==> src/verilog/pldsl_pkg.sv <==
// Purpose: Shared constants for the sleep-hold block of a small PLD.
// Assumes: One core clock, synchronous active-high reset.
// Notes: Pin counts are defaults only; the top module takes parameters.
package pldsl_pkg;
    // Default pin counts of the device model
    localparam int unsigned N_IN_DEF = 11;
    localparam int unsigned N_IO_DEF = 10;
    // Depth of the pin input synchroniser
    localparam int unsigned SYNC_DEPTH = 3;
    // Reset value of the dedicated sleep enable bit: feature off
    localparam logic CFG_SLEEP_RST = 1'h0;
    // Edges from a sleep pin change to the filter accepting it; the held state takes effect one edge later
    localparam int unsigned SLEEP_LAT = 4;
    // Operating states of the hold logic
    typedef enum logic {PLDSL_RUN, PLDSL_SLEEP} pldsl_state_t;
endpackage

==> src/verilog/pldsl_top.sv <==
// Purpose: Pin-controlled sleep and state hold for a small PLD core.
// Assumes: Array logic runs on CORE_CLK and honours ARRAY_REG_EN.
// Notes: The shared pin is a sleep pin only when the config bit is set.
// Overview of operation
// Enabled and pin high enters sleep
// Sleep freezes outputs and register states
// Undetermined outputs keep their level
// Sleep blocks all inputs except sleep pin
// Sleep ignores clock and input transitions
// High-impedance outputs stay off in sleep
// Pin keepers remain active during sleep
// Sleep works only when configuration asks
// Dedicated config bit, apart from array
// Sleep enabled removes pin from array
// Shared pin macrocell stays otherwise usable
// Sleep disabled: pin is ordinary input
// Undriven pins keep previous level
// Only sleep-requesting configurations set the bit
// Pin low resumes from held state
`timescale 1ns/10ps
module pldsl_top #(
    parameter int unsigned N_IN = pldsl_pkg::N_IN_DEF,
    parameter int unsigned N_IO = pldsl_pkg::N_IO_DEF
) (
    // Clock and reset
    input wire logic CORE_CLK,
    input wire logic SRST,
    // Configuration load of the dedicated sleep bit
    input wire logic CFG_LOAD,
    input wire logic CFG_SLEEP_REQ,
    // Shared input or sleep pin
    input wire logic SHARED_INPUT_SLEEP_PIN,
    input wire logic SHARED_EXT_DRV,
    // Dedicated logic input pins
    input wire logic [N_IN-1:0] IN_PIN_I,
    input wire logic [N_IN-1:0] IN_EXT_DRV,
    // Bidirectional pins
    input wire logic [N_IO-1:0] IO_PIN_I,
    input wire logic [N_IO-1:0] IO_EXT_DRV,
    output logic [N_IO-1:0] IO_PIN_O,
    output logic [N_IO-1:0] IO_PIN_OE_N,
    // From the logic array: macrocell results
    input wire logic [N_IO-1:0] ARRAY_OUT,
    input wire logic [N_IO-1:0] ARRAY_OE,
    // To the logic array
    output logic [N_IN-1:0] ARRAY_IN,
    output logic [N_IO-1:0] ARRAY_IO_IN,
    output logic ARRAY_SHARED_TERM,
    output logic ARRAY_REG_EN,
    // Status
    output logic SLEEP_ACTIVE,
    output logic CFG_SLEEP_EN
);
    // Width of the combined pin input path
    localparam int unsigned NP = N_IN + N_IO + 1;

    // All state of the block
    typedef struct packed {
        logic [NP-1:0] s1_r; // First sync stage, read by s2 only
        logic [NP-1:0] s2_r; // Second sync stage
        logic [NP-1:0] s3_r; // Third sync stage
        logic [NP-1:0] filt_r; // Accepted pin levels
        logic cfg_en_r; // Dedicated sleep enable bit
        pldsl_pkg::pldsl_state_t st_r; // Run or sleep
        logic [N_IN-1:0] ain_r; // Inputs presented to array
        logic [N_IO-1:0] aio_r; // I/O feedback presented to array
        logic term_r; // Shared pin as product term
        logic [N_IO-1:0] out_r; // Held output data
        logic [N_IO-1:0] oen_r; // Held output enables, low drives
    } pldsl_core_t;

    pldsl_core_t q;
    pldsl_core_t d;

    // Keeper-resolved pin levels
    logic [N_IN-1:0] in_lvl;
    logic [N_IO-1:0] io_lvl;
    logic sh_lvl;
    logic [NP-1:0] pins_w;
    logic sleep_req; // Sleep wanted on the next edge
    logic [NP-1:0] agree; // Stages two and three agree

    // Keepers on input pins; they have no own buffer
    pldsl_keeper #(
        .W(N_IN)
    ) u_keep_in (
        .clk(CORE_CLK),
        .srst(SRST),
        .pin_i(IN_PIN_I),
        .ext_drv(IN_EXT_DRV),
        .own_o('0),
        .own_oe_n('1),
        .level(in_lvl)
    );

    // Keepers on I/O pins see the held own buffer
    pldsl_keeper #(
        .W(N_IO)
    ) u_keep_io (
        .clk(CORE_CLK),
        .srst(SRST),
        .pin_i(IO_PIN_I),
        .ext_drv(IO_EXT_DRV),
        .own_o(q.out_r),
        .own_oe_n(q.oen_r),
        .level(io_lvl)
    );

    // Keeper on the shared pin, so sleep never sees a floating level
    pldsl_keeper #(
        .W(1)
    ) u_keep_sh (
        .clk(CORE_CLK),
        .srst(SRST),
        .pin_i(SHARED_INPUT_SLEEP_PIN),
        .ext_drv(SHARED_EXT_DRV),
        .own_o(1'h0),
        .own_oe_n(1'h1),
        .level(sh_lvl)
    );

    // Pack pins: shared pin on top, then I/O, then inputs
    assign pins_w = {sh_lvl, io_lvl, in_lvl};
    assign agree = ~(q.s2_r ^ q.s3_r);

    // Sleep needs both the config bit and the accepted pin level
    assign sleep_req = q.cfg_en_r & q.filt_r[NP-1];

    // Next-state logic
    always_comb begin
        d = q;
        // Synchroniser shifts every edge
        d.s1_r = pins_w;
        d.s2_r = q.s1_r;
        d.s3_r = q.s2_r;
        // Accept a level only once stages two and three agree.
        // The sleep pin bit is accepted even while asleep, so it can wake us.
        d.filt_r[NP-1] = agree[NP-1] ? q.s3_r[NP-1] : q.filt_r[NP-1];
        if (!sleep_req) begin
            // Other inputs frozen while asleep
            d.filt_r[NP-2:0] = (agree[NP-2:0] & q.s3_r[NP-2:0]) |
                (~agree[NP-2:0] & q.filt_r[NP-2:0]);
        end
        // Dedicated bit, written only by a configuration load
        if (CFG_LOAD) begin
            d.cfg_en_r = CFG_SLEEP_REQ;
        end
        // State follows the request; waking resumes from held regs
        if (sleep_req) begin
            d.st_r = pldsl_pkg::PLDSL_SLEEP;
        end else begin
            d.st_r = pldsl_pkg::PLDSL_RUN;
        end
        if (!sleep_req) begin
            // Running: array sees fresh inputs and drives pins
            d.ain_r = q.filt_r[N_IN-1:0];
            d.aio_r = q.filt_r[N_IN+N_IO-1:N_IN];
            // Every macrocell, the shared one too, still drives
            d.out_r = ARRAY_OUT;
            d.oen_r = ~ARRAY_OE;
        end
        // Pin joins the array only when sleep is not configured; a bit
        // loaded while asleep masks the term one edge after it is set
        if (q.cfg_en_r) begin
            d.term_r = 1'h0;
        end else begin
            d.term_r = q.filt_r[NP-1];
        end
        // Asleep: every held field keeps its value, whatever it is

    end

    // Register state
    always_ff @(posedge CORE_CLK) begin
        if (SRST) begin
            q <= '0;
            q.cfg_en_r <= pldsl_pkg::CFG_SLEEP_RST;
            q.st_r <= pldsl_pkg::PLDSL_RUN;
        end else begin
            q <= d;
        end
    end

    // Outputs, all from registers
    assign IO_PIN_O = q.out_r;
    assign IO_PIN_OE_N = q.oen_r;
    assign ARRAY_IN = q.ain_r;
    assign ARRAY_IO_IN = q.aio_r;
    assign ARRAY_SHARED_TERM = q.term_r;
    // Array registers capture only while running
    assign ARRAY_REG_EN = (q.st_r == pldsl_pkg::PLDSL_RUN);
    assign SLEEP_ACTIVE = (q.st_r == pldsl_pkg::PLDSL_SLEEP);
    assign CFG_SLEEP_EN = q.cfg_en_r;
endmodule

==> src/verilog/pldsl_keeper.sv <==
// Purpose: Pin keepers that hold each pin at its last driven level.
// Assumes: Each pin reports whether the board drives it; outputs known.
// Notes: Keepers stay active in sleep, so pins never float.
`timescale 1ns/10ps
module pldsl_keeper #(
    parameter int unsigned W = 8
) (
    // Clock and reset
    input wire logic clk,
    input wire logic srst,
    // Pin side
    input wire logic [W-1:0] pin_i,
    input wire logic [W-1:0] ext_drv,
    // Own output buffer of each pin
    input wire logic [W-1:0] own_o,
    input wire logic [W-1:0] own_oe_n,
    // Resolved level seen by the input path
    output logic [W-1:0] level
);
    // All keeper state
    typedef struct packed {
        logic [W-1:0] last_r;
    } pldsl_keep_t;

    pldsl_keep_t q;
    pldsl_keep_t d;
    logic [W-1:0] lvl_w;

    // One keeper per pin: external driver, else own buffer, else last
    genvar gi;
    generate
        for (gi = 0; gi < W; gi = gi + 1) begin : g_keep
            always_comb begin
                if (ext_drv[gi]) begin
                    lvl_w[gi] = pin_i[gi];
                end else if (!own_oe_n[gi]) begin
                    lvl_w[gi] = own_o[gi];
                end else begin
                    lvl_w[gi] = q.last_r[gi];
                end
            end
        end
    endgenerate

    assign level = lvl_w;

    // Next state: remember whatever the pin resolved to
    always_comb begin
        d = q;
        d.last_r = lvl_w;
    end

    // Register state
    always_ff @(posedge clk) begin
        if (srst) begin
            q <= '0;
        end else begin
            q <= d;
        end
    end
endmodule

==> config.mk <==
export PLATFORM = sky130hd
export DESIGN_NAME = pldsl_top
export DESIGN_NICKNAME = d
export VERILOG_FILES = /design/src/verilog/pldsl_pkg.sv /design/src/verilog/pldsl_top.sv /design/src/verilog/pldsl_keeper.sv
export SDC_FILE = /design/constraint.sdc
export NUM_CORES = 1
export LEC_CHECK = 0
export BUFFER_PORTS_ARGS = -buffer_cell sky130_fd_sc_hd__buf_2
export CAP_MARGIN = 20
export CORE_ASPECT_RATIO = 0.9
export CORE_MARGIN = 2
export CORE_UTILIZATION = 48
export DETAILED_ROUTE_END_ITERATION = 8
export PLACE_DENSITY = 0.75
export SYNTH_ARGS = -nofsm -noshare
export SYNTH_HDL_FRONTEND = slang
export SYNTH_SLANG_ARGS = --single-unit
==> constraint.sdc <==
create_clock -name CORE_CLK -period 1.4 [get_ports CORE_CLK]
set_clock_uncertainty 0.15 [all_clocks]
set_input_delay 0.21 -clock CORE_CLK [delete_from_list [all_inputs] [get_ports CORE_CLK]]
set_output_delay 0.21 -clock CORE_CLK [all_outputs]
set_load 0.01 [all_outputs]
==> flow_summary.json <==
{
  "status": "finished, final reports clean",
  "power_density_nw_per_um2": 1340,
  "final-max-slew-violation-count": 0,
  "vias": 3796,
  "ir_drop_mv": 1.03,
  "async_flop_share": 0,
  "top_layer_used": "met4",
  "p_total_w": 0.00877,
  "grt_pass1_wl_mm": 17.8,
  "timing.critical_path.required_ns": 1.63,
  "start_kind": "input port",
  "drt_iter0_drc": 140,
  "min_path_type": "input port to flop",
  "drive_above_1_share": 0.327,
  "cellLeakagePower_nw": 2.73,
  "maxSlewHeadroom": 0.744,
  "whs_ns": 0.253,
  "grtUsageTotal": 0.210,
  "cts_buffer_depth": 2,
  "hp-start": "ARRAY_OE[4]",
  "hold_viol": 0,
  "synth.avg_cell_area_um2": 10.0,
  "min_to": "IO_PIN_OE_N[4]",
  "io_buffer_count": 112,
  "synth_edf_count": 0,
  "regArea_um2": 2670,
  "fmax_mhz": 718,
  "cp_slowest_stage_delay_ns": 0.58,
  "dp_slack_ns": 0.0617,
  "reg2regPathDepth": 4,
  "clock-sinks": 132,
  "ys_warn_count": 0,
  "initial_utilization": 0.497,
  "antenna_found_initial": 0,
  "synth.cells.most_frequent": "132 x dfxtp_1, 63 x nand2_1, 52 x a21oi_1",
  "ant_nets": 0,
  "wl_per_cell_um": 14.5,
  "critPathTopFamily": "buffers and inverters",
  "fin_cells": 762,
  "ys_seq_area_frac": 0.545,
  "dr_wl_met2_mm": 5.52,
  "crit_chain": "dlygate4sd3_1 > buf_2 > mux2i_1 > dlygate4sd3_1 > nor2_1",
  "cts_tree": "done",
  "tightest_slew_ns": 0.384,
  "die_area_um2": 10900,
  "grt_pass1_vias": 3801,
  "crit_path_frequent_cell": "dlygate4sd3_1",
  "antenna_cells": 0,
  "dr.pass1.iters": 4,
  "synthMostInstantiatedCell": "dfxtp_1",
  "drc": 0,
  "netlist_instances": 484,
  "synth-seq-cells": 132,
  "cp_slowest_cell": "dlygate4sd3_1",
  "fill_cells": 668,
  "dpl.hpwl_mm": 6.23,
  "multi_input_comb_area_um2": 1740,
  "maxCapViolCount": 0,
  "die_h_um": 99.3,
  "crit_arrival_ns": 1.62,
  "die_x_um": 110,
  "hold_depth": 3,
  "io_pins": 113,
  "synth_area_leaders": "dfxtp_1 55%, buf_4 6.8%, nor2b_1 5.7%, a21oi_1 5.4%, nand2_1 4.9%",
  "worstSetupPathType": "input port to flop",
  "drt_wl_total_mm": 11.0,
  "clk_latency_ns": 0.51,
  "routed_via_density": 4.98,
  "cp_num_buf_inv": 3,
  "fin_crit_sh": 0.995,
  "r2r-start": "q[65]",
  "cp_max_fo": 1,
  "grt_remaining_overflow": 0,
  "synth_area_um2": 4840,
  "h-tree-depth": 4,
  "fin_nets": 691,
  "synth_ff_type": "dfxtp_1",
  "cts_buffers": 17,
  "grt_max_degree": 88,
  "syn2layout_area_growth_pct": 35.3,
  "ys_types": 24,
  "clock-root-buffer": "clkbuf_8",
  "layout_setup_ws_ns": 0.00653,
  "synth_top_area_share": 0.545,
  "wl_met1_mm": 4.59,
  "cts.clk_slew.worst_paths_ns": 0.06,
  "gp_congestion": 0.742,
  "critPathCaptureType": "flop",
  "regToRegSetupSlack_ns": 0.05,
  "setup_viol": 0,
  "final_util": 0.673,
  "rows": 34,
  "post-synth-top-area-cell": "dfxtp_1",
  "syn-num-nets": 552,
  "met3_length_um": 700,
  "dp.cells": 662,
  "min_period_ns": 1.39,
  "coreArea_um2": 9740
}
-- cells in the final DEF (no fill, tap or decap), types with 19 or more instances in the layout --
cell,n
o31ai_2,19
nand2_1,63
mux2i_1,23
dlygate4sd3_1,67
nand3_1,21
dfxtp_2,21
dfxtp_1,110
nor2_1,34
a21oi_1,52
nor2b_1,44
buf_2,105
-- cell type report --
class                      count  share of cell area
timing repair buffer         188               0.213
clock inverter                11              0.0193
clock buffer                  21              0.0701
inverter                       1            0.000573
tap                          126              0.0241
multi-input combinational    283               0.265
sequential                   132               0.408
-- worst max path at each step --
| stage | start | to | slack [ns] | depth (start not counted) |
|---|---|---|---|---|
| floorplan | CFG_SLEEP_EN | flop | 0.11 | 5 |
| global placement | q[65] | flop | 0.10 | 4 |
| detailed placement | q[65] | flop | 0.06 | 4 |
| CTS | IO_PIN_O[6] | IO_PIN_O[6] | 0.001 | 1 |
| global route | IN_PIN_I[10] | d[98] | -0.03 | 5 |
| finish | IN_PIN_I[10] | d[98] | 0.007 | 5 |
-- power breakdown --
group,total [W],internal [W],switching (W)
logic,0.000550,0.000335,0.000215
registers,0.00397,0.00388,0.0000879
clock network,0.00425,0.00268,0.00157
total,0.00877,0.00690,0.00188
-- kinds of logic after synthesis --
logic type,after synthesis,share of synthesized area
simple gates,165,0.158
flops,132,0.545
buf+inv,69,0.0981
mux,33,0.0708
compound gates,85,0.128
-- metrics by stage --
stage                     TNS, ns  instance area, um2
after floorplan                 0                4840
after global placement          0                5220
after detailed placement        0                5220
after CTS                       0                6500
after global routing      -0.0293                6560
final                           0                6560
-- per-layer routing --
| layer | global-route usage | vias to the layer above |
|---|---|---|
| met2 | 0.342 | 135 |
| met5 | 0 | - |
| met1 | 0.251 | 1772 |
| li1 | - | 1869 |
| met4 | 0.0896 | 0 |
| met3 | 0.0695 | 20 |
-- worst reg2reg max path: cells and delay by family (launching register included) --
family | cells | cell delay, ns
compound gates | 2 | 0.32
buf+inv | 1 | 0.17
flops | 1 | 0.34
simple gates | 1 | 0.24
-- repair_timing --
| item | 4_1_cts | 5_1_grt |
|---|---|---|
| buffers inserted | 0 | 1 |
| hold endpoints to repair | 65 | 4 |
| endpoints found under the setup margin | 12 | 22 |
| hold buffers | 67 | 4 |
| resized for setup | 14 | 17 |
| pin swaps | 0 | 0 |
Note: power is estimated with default switching activity, not from simulation.
